===== src/rtl/bsc_pkg.sv =====
// constants, types and register map of the brushless speed control logic
package bsc_pkg;

    // system clock
    localparam int unsigned CLK_HZ = 200000000;

    // reference divider: one servo period is 8192 reference edges
    localparam int unsigned REF_DIVIDE = 8192;
    localparam logic [12:0] REF_DIV_MAX = 13'h1FFF;
    localparam logic [12:0] REF_DIV_HALF = 13'h1000;

    // discriminator works over two speed pulse periods
    localparam logic [15:0] PAIR_TARGET = 16'h4000;
    // lock window is one sixteenth of the target, i.e. 6.25 percent
    localparam logic [15:0] LOCK_TOL = 16'h0400;
    localparam logic [15:0] MEAS_SAT = 16'hFFFF;

    // restraint protection interval
    localparam int unsigned RESTRAINT_MS = 3300;
    localparam int unsigned RESTRAINT_CYC = RESTRAINT_MS * (CLK_HZ / 1000);

    // pwm carrier
    localparam int unsigned PWM_FREQ_HZ = 20000;
    localparam int unsigned PWM_STEPS = 256;
    localparam logic [5:0] PWM_PRE_MAX = 6'(CLK_HZ / (PWM_FREQ_HZ * PWM_STEPS) - 1);
    localparam logic [7:0] PWM_CNT_MAX = 8'hFF;

    // register byte offsets
    localparam logic [7:0] ADDR_CTRL = 8'h00;
    localparam logic [7:0] ADDR_STATUS = 8'h04;
    localparam logic [7:0] ADDR_INT_STAT = 8'h08;
    localparam logic [7:0] ADDR_INT_MASK = 8'h0C;
    localparam logic [7:0] ADDR_MEAS = 8'h10;

    // reset values
    localparam logic [7:0] DUTY_MAX_RST = 8'hC0;
    localparam logic [3:0] INT_MASK_RST = 4'h0;

    // event bits of the interrupt status and mask registers
    localparam int NEV = 4;
    localparam int EV_LOCK = 0;
    localparam int EV_UNLOCK = 1;
    localparam int EV_TRIP = 2;
    localparam int EV_CLIM = 3;

    typedef enum logic [2:0] {
        M_SAVE = 3'b001,
        M_RUN = 3'b010,
        M_TRIP = 3'b100
    } bsc_mode_e;

    // digitised hall amplitudes, one pair per phase
    typedef struct packed {
        logic [7:0] hall_a_pos;
        logic [7:0] hall_a_neg;
        logic [7:0] hall_b_pos;
        logic [7:0] hall_b_neg;
        logic [7:0] hall_c_pos;
        logic [7:0] hall_c_neg;
    } bsc_hall_in_s;

    // one bit per phase, bit 0 is phase a
    typedef struct packed {
        logic [2:0] hi;
        logic [2:0] lo;
    } bsc_drive_s;

    typedef struct packed {
        bsc_mode_e mode;
        logic power_save;
        logic ref_q;
        logic sp_q;
        logic [12:0] ref_div;
        logic [15:0] meas_cnt;
        logic pair;
        logic res;
        logic [15:0] meas_last;
        logic disc;
        logic phase;
        logic lock_n;
        logic [7:0] duty;
        logic [7:0] duty_max;
        logic [5:0] pre;
        logic [7:0] pwm_cnt;
        logic climit;
        logic cl_q;
        logic [31:0] rcnt;
        bsc_drive_s drive;
        logic [NEV-1:0] int_stat;
        logic [NEV-1:0] int_mask;
        logic irq;
        logic [31:0] prdata;
        logic pready;
        logic pslverr;
    } bsc_state_s;

endpackage


===== src/rtl/bsc_hall_decode.sv =====
// hall level recovery and six-step commutation decode
`timescale 1ns/1ps
module bsc_hall_decode (
    input wire bsc_pkg::bsc_hall_in_s hall_in,
    input wire logic dir_rev,
    output logic [2:0] hall_code,
    output bsc_pkg::bsc_drive_s sel
);

    function automatic bsc_pkg::bsc_drive_s step_fwd(input logic [2:0] code);
        bsc_pkg::bsc_drive_s d;
        d = '0;
        unique case (code)
            3'h1: d = '{hi: 3'h1, lo: 3'h2};
            3'h3: d = '{hi: 3'h1, lo: 3'h4};
            3'h2: d = '{hi: 3'h2, lo: 3'h4};
            3'h6: d = '{hi: 3'h2, lo: 3'h1};
            3'h4: d = '{hi: 3'h4, lo: 3'h1};
            3'h5: d = '{hi: 3'h4, lo: 3'h2};
            default: d = '0;
        endcase
        return d;
    endfunction

    bsc_pkg::bsc_drive_s fwd;

    always_comb begin
        // a phase reads high only while its positive input is above the negative [RULE8]
        hall_code[0] = hall_in.hall_a_pos > hall_in.hall_a_neg;
        hall_code[1] = hall_in.hall_b_pos > hall_in.hall_b_neg;
        hall_code[2] = hall_in.hall_c_pos > hall_in.hall_c_neg;
        fwd = step_fwd(hall_code); // [RULE16]
        // reverse swaps upper and lower, turning the torque round [RULE7] [RULE16]
        if (dir_rev) begin
            sel.hi = fwd.lo;
            sel.lo = fwd.hi;
        end else begin
            sel = fwd;
        end
    end

endmodule // bsc_hall_decode


===== src/rtl/bsc_top.sv =====
// speed loop, protection, pwm drive and apb registers of the motor driver
// Notes on behaviour
// RULE1 - discriminator issues one speed deviation result every two speed pulses
// RULE2 - phase error output refreshed once per speed pulse against divided reference
// RULE3 - target speed pulse rate is the reference rate divided by 8192
// RULE4 - discriminator output high to accelerate, low to decelerate
// RULE5 - lock flag low while speed within 6.25 percent of target, else high
// RULE6 - run/stop low runs, high stops; an open input means stop
// RULE7 - direction low is forward, high is reverse; open input means reverse
// RULE8 - each hall pair reads high when positive input exceeds negative
// RULE9 - stop enters power save, speed logic unbiased, regulator stays on
// RULE10 - at peak current the on duty is cut so the current falls
// RULE11 - pwm only on the active lower transistor, upper held on
// RULE12 - drive power set only by on duty, outputs fully on or off
// RULE13 - control logic held reset while the reset node is still charging
// RULE14 - lock lost for the protection interval while running latches lower side off
// RULE15 - latched restraint cleared only by stop or power cycle in stop
// RULE16 - hall levels decode to six-step pattern, reversed for reverse direction
// RULE17 - all outputs off during stop or reset
`timescale 1ns/1ps
module bsc_top #(
    parameter int unsigned RESTRAINT_CYCLES = bsc_pkg::RESTRAINT_CYC
) (
    input wire logic clk,
    input wire logic rstn,
    input wire logic [7:0] paddr,
    input wire logic psel,
    input wire logic penable,
    input wire logic pwrite,
    input wire logic [31:0] pwdata,
    output logic [31:0] prdata,
    output logic pready,
    output logic pslverr,
    input wire logic ref_osc_in,
    input wire logic speed_pulse,
    input wire logic por_node,
    input wire logic stop_req,
    input wire logic dir_rev,
    input wire bsc_pkg::bsc_hall_in_s hall_in,
    input wire logic cur_limit,
    input wire logic restraint_en,
    output bsc_pkg::bsc_drive_s drive,
    output logic disc_out,
    output logic phase_error_out,
    output logic speed_lock_flag_n,
    output logic power_save,
    output logic irq
);

    function automatic logic lock_ok(input logic [15:0] c);
        return (c >= bsc_pkg::PAIR_TARGET - bsc_pkg::LOCK_TOL)
            && (c <= bsc_pkg::PAIR_TARGET + bsc_pkg::LOCK_TOL);
    endfunction

    function automatic logic reg_mapped(input logic [7:0] a);
        return a == bsc_pkg::ADDR_CTRL || a == bsc_pkg::ADDR_STATUS
            || a == bsc_pkg::ADDR_INT_STAT || a == bsc_pkg::ADDR_INT_MASK
            || a == bsc_pkg::ADDR_MEAS;
    endfunction

    bsc_pkg::bsc_state_s s;
    bsc_pkg::bsc_state_s n;
    bsc_pkg::bsc_drive_s sel;
    logic [2:0] hall_code;
    logic run;
    logic ref_edge;
    logic sp_edge;
    logic pwm_on;
    logic wr;
    logic setup;
    logic [bsc_pkg::NEV-1:0] ev;
    logic [bsc_pkg::NEV-1:0] clr;

    bsc_hall_decode u_hall (
        .hall_in(hall_in),
        .dir_rev(dir_rev),
        .hall_code(hall_code),
        .sel(sel)
    );

    always_comb begin
        n = s;
        ev = '0;
        clr = '0;
        // stop_req high (pad pulled high when open) stops; reset node low holds the speed and drive logic, not the registers
        run = por_node && !stop_req; // [RULE6] [RULE13]
        ref_edge = ref_osc_in && !s.ref_q;
        sp_edge = speed_pulse && !s.sp_q;
        n.ref_q = ref_osc_in;
        n.sp_q = speed_pulse;
        n.res = 1'b0;
        n.power_save = !run; // [RULE9]

        unique case (s.mode)
            bsc_pkg::M_SAVE: begin
                if (run) begin
                    n.mode = bsc_pkg::M_RUN;
                end
            end
            bsc_pkg::M_RUN: begin
                if (!run) begin
                    n.mode = bsc_pkg::M_SAVE;
                end else if (restraint_en && s.lock_n && s.rcnt == RESTRAINT_CYCLES - 1) begin
                    n.mode = bsc_pkg::M_TRIP; // [RULE14]
                    ev[bsc_pkg::EV_TRIP] = 1'b1;
                end
            end
            bsc_pkg::M_TRIP: begin
                if (!run) begin
                    n.mode = bsc_pkg::M_SAVE; // [RULE15]
                end
            end
            default: n.mode = bsc_pkg::M_SAVE;
        endcase

        // protection interval counts only while running and out of lock
        if (!run || !s.lock_n || !restraint_en || s.mode != bsc_pkg::M_RUN) begin
            n.rcnt = 32'h0;
        end else begin
            n.rcnt = s.rcnt + 32'h1; // [RULE14]
        end

        if (!run) begin
            // unbiased speed logic: all but meas_last restarts from a clean state [RULE9] [RULE13]
            n.ref_div = 13'h0;
            n.meas_cnt = 16'h0;
            n.pair = 1'b0;
            n.disc = 1'b0;
            n.phase = 1'b0;
            n.lock_n = 1'b1;
            n.duty = 8'h0;
            n.pre = 6'h0;
            n.pwm_cnt = 8'h0;
            n.climit = 1'b0;
        end else begin
            if (ref_edge) begin
                n.ref_div = s.ref_div + 13'h1; // wraps every 8192 edges [RULE3]
                if (s.meas_cnt != bsc_pkg::MEAS_SAT) begin
                    n.meas_cnt = s.meas_cnt + 16'h1;
                end
            end
            if (sp_edge) begin
                // pulse ahead of the divided reference reads low, behind reads high [RULE2]
                n.phase = s.ref_div < bsc_pkg::REF_DIV_HALF;
                if (s.pair) begin
                    // second pulse of the pair closes one measurement [RULE1]
                    n.res = 1'b1;
                    n.pair = 1'b0;
                    n.meas_cnt = 16'h0;
                    n.meas_last = s.meas_cnt;
                    n.disc = s.meas_cnt > bsc_pkg::PAIR_TARGET; // slow means accelerate [RULE4]
                    n.lock_n = !lock_ok(s.meas_cnt); // [RULE5]
                    if (n.lock_n != s.lock_n) begin
                        ev[bsc_pkg::EV_LOCK] = !n.lock_n;
                        ev[bsc_pkg::EV_UNLOCK] = n.lock_n;
                    end
                    // speed is steered through the on duty alone [RULE12]
                    if (n.disc && s.duty < s.duty_max) begin
                        n.duty = s.duty + 8'h1;
                    end else if (!n.disc && s.duty != 8'h0) begin
                        n.duty = s.duty - 8'h1;
                    end
                end else begin
                    n.pair = 1'b1;
                end
            end
            if (n.duty > s.duty_max) begin
                n.duty = s.duty_max;
            end
            if (s.pre == bsc_pkg::PWM_PRE_MAX) begin
                n.pre = 6'h0;
                n.pwm_cnt = s.pwm_cnt + 8'h1;
                if (s.pwm_cnt == bsc_pkg::PWM_CNT_MAX) begin
                    n.climit = 1'b0;
                end
            end else begin
                n.pre = s.pre + 6'h1;
            end
            // the limit ends the on time for the rest of the carrier period [RULE10]
            if (cur_limit) begin
                n.climit = 1'b1;
            end
        end
        n.cl_q = cur_limit && run;
        if (cur_limit && run && !s.cl_q) begin
            ev[bsc_pkg::EV_CLIM] = 1'b1;
        end

        pwm_on = (s.pwm_cnt < s.duty) && !s.climit; // [RULE10] [RULE12]
        n.drive = '0; // [RULE17]
        if (run && s.mode != bsc_pkg::M_SAVE) begin
            // upper stays on through the step, only the lower one chops [RULE11]
            n.drive.hi = sel.hi;
            if (s.mode == bsc_pkg::M_RUN && pwm_on) begin
                n.drive.lo = sel.lo;
            end
        end

        setup = psel && !penable;
        wr = psel && penable && pwrite && s.pready;
        if (wr && paddr == bsc_pkg::ADDR_CTRL) begin
            n.duty_max = pwdata[7:0];
        end
        if (wr && paddr == bsc_pkg::ADDR_INT_MASK) begin
            n.int_mask = pwdata[bsc_pkg::NEV-1:0];
        end
        if (wr && paddr == bsc_pkg::ADDR_INT_STAT) begin
            clr = pwdata[bsc_pkg::NEV-1:0];
        end
        // a new event outranks a clear in the same cycle
        n.int_stat = (s.int_stat & ~clr) | ev;
        n.irq = |(n.int_stat & n.int_mask);

        n.pready = setup;
        n.pslverr = setup && !reg_mapped(paddr);
        n.prdata = 32'h0;
        if (setup && !pwrite) begin
            unique case (paddr)
                bsc_pkg::ADDR_CTRL: n.prdata = {16'h0, s.duty, s.duty_max};
                bsc_pkg::ADDR_STATUS: n.prdata = {22'h0, s.power_save, hall_code,
                    s.mode, s.lock_n, s.phase, s.disc};
                bsc_pkg::ADDR_INT_STAT: n.prdata = {28'h0, s.int_stat};
                bsc_pkg::ADDR_INT_MASK: n.prdata = {28'h0, s.int_mask};
                bsc_pkg::ADDR_MEAS: n.prdata = {16'h0, s.meas_last};
                default: n.prdata = 32'h0;
            endcase
        end
    end

    always_ff @(posedge clk or negedge rstn) begin
        if (!rstn) begin
            s <= '0;
            s.mode <= bsc_pkg::M_SAVE;
            s.power_save <= 1'b1;
            s.lock_n <= 1'b1;
            s.duty_max <= bsc_pkg::DUTY_MAX_RST;
            s.int_mask <= bsc_pkg::INT_MASK_RST;
        end else begin
            s <= n;
        end
    end

    assign prdata = s.prdata;
    assign pready = s.pready;
    assign pslverr = s.pslverr;
    assign drive = s.drive;
    assign disc_out = s.disc;
    assign phase_error_out = s.phase;
    assign speed_lock_flag_n = s.lock_n;
    assign power_save = s.power_save;
    assign irq = s.irq;
endmodule // bsc_top


===== config.mk =====
export PLATFORM = sky130hd
export DESIGN_NAME = bsc_top
export DESIGN_NICKNAME = d
export VERILOG_FILES = /design/src/rtl/bsc_pkg.sv /design/src/rtl/bsc_hall_decode.sv /design/src/rtl/bsc_top.sv
export SDC_FILE = /design/constraint.sdc
export NUM_CORES = 1
export LEC_CHECK = 0
export ABC_CLOCK_PERIOD_IN_PS = 5050
export BUFFER_PORTS_ARGS = -buffer_cell sky130_fd_sc_hd__buf_2
export CAP_MARGIN = 20
export CORE_MARGIN = 1
export CORE_UTILIZATION = 57
export CTS_BUF_LIST = sky130_fd_sc_hd__clkbuf_16
export CTS_CLUSTER_SIZE = 16
export DETAILED_ROUTE_END_ITERATION = 8
export GPL_TIMING_DRIVEN = 0
export HOLD_SLACK_MARGIN = 0.1
export PLACE_DENSITY_LB_ADDON = 0.3
export SYNTH_ARGS = -nofsm -noshare
export SYNTH_HDL_FRONTEND = slang
export SYNTH_SLANG_ARGS = --single-unit

===== constraint.sdc =====
create_clock -name clk -period 5.05 [get_ports clk]
set_input_delay 0.505 -clock clk [delete_from_list [all_inputs] [get_ports clk]]
set_output_delay 0.505 -clock clk [all_outputs]
set_load 0.005 [all_outputs]

==> impl_metrics.ini <==
[route]
viasPerCell = 5.64
routed_wl_um = 20600
antenna_left = 0
drt_pre_antenna_iters = 5
vias = 7348
drtIter0Drc = 620
drc = 0
drt-wirelength-per-cell_um = 15.8

[worst_setup_path]
cp_max_fo = 9
crit_slowest_cell = nor3_1
critPathCaptureType = flop
cp.required_ns = 5.41
critical_path_class = flop to flop
cpLargestDelayFamily = simple AND/OR/NAND/NOR gates
cp_cell_sequence = inv_1 > ha_1 > and3_1 > nor3b_1 > nor3_2 > or3_1 > a21oi_1 > nor2_1 > ha_1 > nand4_1 > o21a_1 > nor3_1 > nand3_1 > a31oi_1 > a211o_1
worst_setup_path_start_kind = flop
crit_path_max_incr_delay_ns = 0.79
crit_buf_inv = 1
worst_path_most_repeated_cell = ha_1
crit_arrival_ns = 5.10

[global_routing]
grt_pass1_wl_um = 33600
grt.overflow.total = 0
grtUsageTotal_pct = 26.8
grt_pass1_vias = 6883
antenna_found_initial = 0
grt_max_degree = 89

[clock_tree]
cts_root_buf = clkbuf_16
cts_resized = 0
clk_latency_ns = 0.43
cts-buffers-inserted = 17
htreeDepth = 4
clock_sinks = 152
clk_path_buf_depth = 2
cts_tree = yes
clk_pin_slew_ns = 0.06

[floorplan]
row_count = 45
coreArea_mm2 = 0.0153
boundaryPins = 145
die_h_um = 127
dieArea_mm2 = 0.0162
start_util_pct = 58.6
die_w_um = 127

[power_and_ir_drop]
pwr-share-comb_pct = 7.2
power.density_mw_per_mm2 = 245
p_sw_w = 0.000617
p_int_w = 0.00192
ir_worst_vdd_uv = 242
p_sw_share_pct = 24.3
totalPowerFinal_w = 0.00254
clockPowerShare_pct = 44.2
power.leakage_nw = 4.83
p_seq_share_pct = 48.6

[logic_synthesis]
yosysSeqAreaShare_pct = 42.6
synth.distinct_cells = 68
netlist_instances = 938
ys_warn_count = 0
async_flop_share_pct = 100
synth.avg_cell_area_um2 = 9.53
synth_area_mm2 = 0.00894
synth.area.top_cells = dfrtp_1 41%, ha_1 7.8%, nor2_1 4.5%
synth_top_cell_by_area = dfrtp_1
synthFlopType = dfrtp_1
ys_ff_latch = 152
yosys.area.top_type_share_pct = 41.2
synth_edf_count = 0

[cells_and_area]
postLayoutCoreUtil_pct = 67.8
layout_commonest_cell = dfrtp_1
register_area_mm2 = 0.00381
final_cell_mix = 147 x dfrtp_1, 106 x buf_2, 106 x nor2_1, 81 x nand2_1, 56 x ha_1
syn_to_final_growth_pct = 15.7
n_antenna_cell = 0
multi_input_area_mm2 = 0.00457
layout-drive-gt1-share_pct = 21.0
num-fill-cells = 1229
fin_nets = 1234

[timing]
holdWs_ns = 0.190
relSlewSlack_pct = 33.8
setup_tns_ns = 0
min_period_over_period_pct = 93.9
min_period_ns = 4.74
rsz0062_at_grt = false
setup_violations = 0
hold_viol = 0
worst_pin_slew_ns = 0.985
clock_skew_ns = 0.0157
fmax_mhz = 211
drv_slew = 0

[run]
drv_cap = 0

[placed_design]
dp_hpwl_um = 15100
gp_congestion = 0.941
numPortBuffers = 103

[outcome]
status = complete, no violations

[min_path]
hold_class = input port to flop
-- cell families (layout without fill, tap and decap cells) --
logic type | count (synthesis) | count (layout) | synth area share, %
fa+ha+maj | 56 | 56 | 7.84
simple gates | 365 | 365 | 20.8
mux | 45 | 45 | 5.49
other cells | 1 | 16 | 0.0420
compound gates | 141 | 141 | 10.6
xor+xnor | 58 | 58 | 5.68
buf+inv | 120 | 258 | 6.89
flops | 152 | 152 | 42.6
-- path summary, 6_finish.rpt --
| check | start | endpoint | slack (ns) | depth (start not counted) |
|---|---|---|---|---|
| worst min-delay path | ref_osc_in | s[164] | 0.19 | 1 |
| worst min register to register | s[81] | s[42] | 0.45 | 1 |
| worst max-delay path | s[104] | s[108] | 0.31 | 15 |
| min in group asynchronous | rstn | s[146] | 0.63 | 2 |
| worst max register to register | s[104] | s[108] | 0.31 | 15 |
| max in group asynchronous | rstn | power_save | 3.54 | 3 |
-- Yosys cell counts (3+ instances only) --
cell,n
a211oi_1,3
nand2_1,81
clkbuf_1,21
o22ai_1,5
nand2b_1,12
a22o_1,6
nor2b_1,11
or3_1,16
ha_1,56
mux2i_1,13
a21oi_1,41
or4_4,3
xnor2_1,22
o21a_1,4
mux2_2,32
o31ai_1,3
nand4_1,23
dfstp_2,5
nor3_1,20
buf_4,39
nand3b_1,4
nor3b_1,4
nand3_1,35
o21ai_0,30
nor4_1,10
and2_1,3
and3_1,12
buf_2,3
xor2_1,36
a22oi_1,11
a21o_1,10
and4_1,11
nor2_1,106
a31oi_1,5
dfrtp_1,147
inv_1,52
-- area by class of cell --
class,instances,share of cell area (%)
Multi-Input combinational cell,681,44.2
Sequential cell,152,36.8
Clock inverter,15,0.883
Inverter,53,1.92
Buffer,67,4.03
Clock buffer,17,4.11
Tap cell,211,2.55
Timing Repair Buffer,106,5.46
-- power groups by stage --
| stage | registers (W) | logic (W) | clock network (W) |
|---|---|---|---|
| floorplan | 0.00125 | 0.0000947 | 0 |
| finish | 0.00123 | 0.000182 | 0.00112 |
| global placement | 0.00125 | 0.000172 | 0 |
| detailed placement | 0.00125 | 0.000179 | 0 |
| CTS | 0.00123 | 0.000182 | 0.00114 |
| global route | 0.00123 | 0.000207 | 0.00119 |
-- metrics by stage --
stage / std cells / setup WS, ns / instance area, µm²
4_1_cts: 1301 / 0.370 / 10300
2_1_floorplan: 953 / 1.29 / 8990
6_report: 1302 / 0.306 / 10300
5_1_grt: 1302 / 0.0410 / 10300
3_5_place_dp: 1268 / 0.553 / 9810
3_3_place_gp: 1267 / 0.646 / 9770
-- routing by layer --
metal | track usage, % | wire length, µm
met1 | 34.8 | 9040
met2 | 44.4 | 9880
met3 | 4.77 | 1210
met4 | 11.1 | 501
met5 | 0 | 0
-- flip-flops by register name (all words and copies together), names as in the netlist --
register and flops:
drive 6, prdata 16, pready 1, s 123, speed_lock_flag_n 1, power_save 1, pslverr 1, disc_out 1
phase_error_out 1, irq 1
-- worst register-to-register path, stage by stage (launching register included) --
cell     delay (ns)
dfstp_2        0.55
inv_1          0.09
ha_1           0.32
and3_1         0.20
nor3b_1        0.59
nor3_2         0.24
or3_1          0.40
a21oi_1        0.21
nor2_1         0.10
ha_1           0.30
nand4_1        0.12
o21a_1         0.22
nor3_1         0.79
nand3_1        0.20
a31oi_1        0.23
a211o_1        0.12
-- timing repair --
| item | in CTS | in global routing |
|---|---|---|
| setup buffers | 0 | 0 |
| hold buffers | 1 | 0 |
| hold endpoints to repair | 47 | 0 |
(Power assumes the default switching activity.)
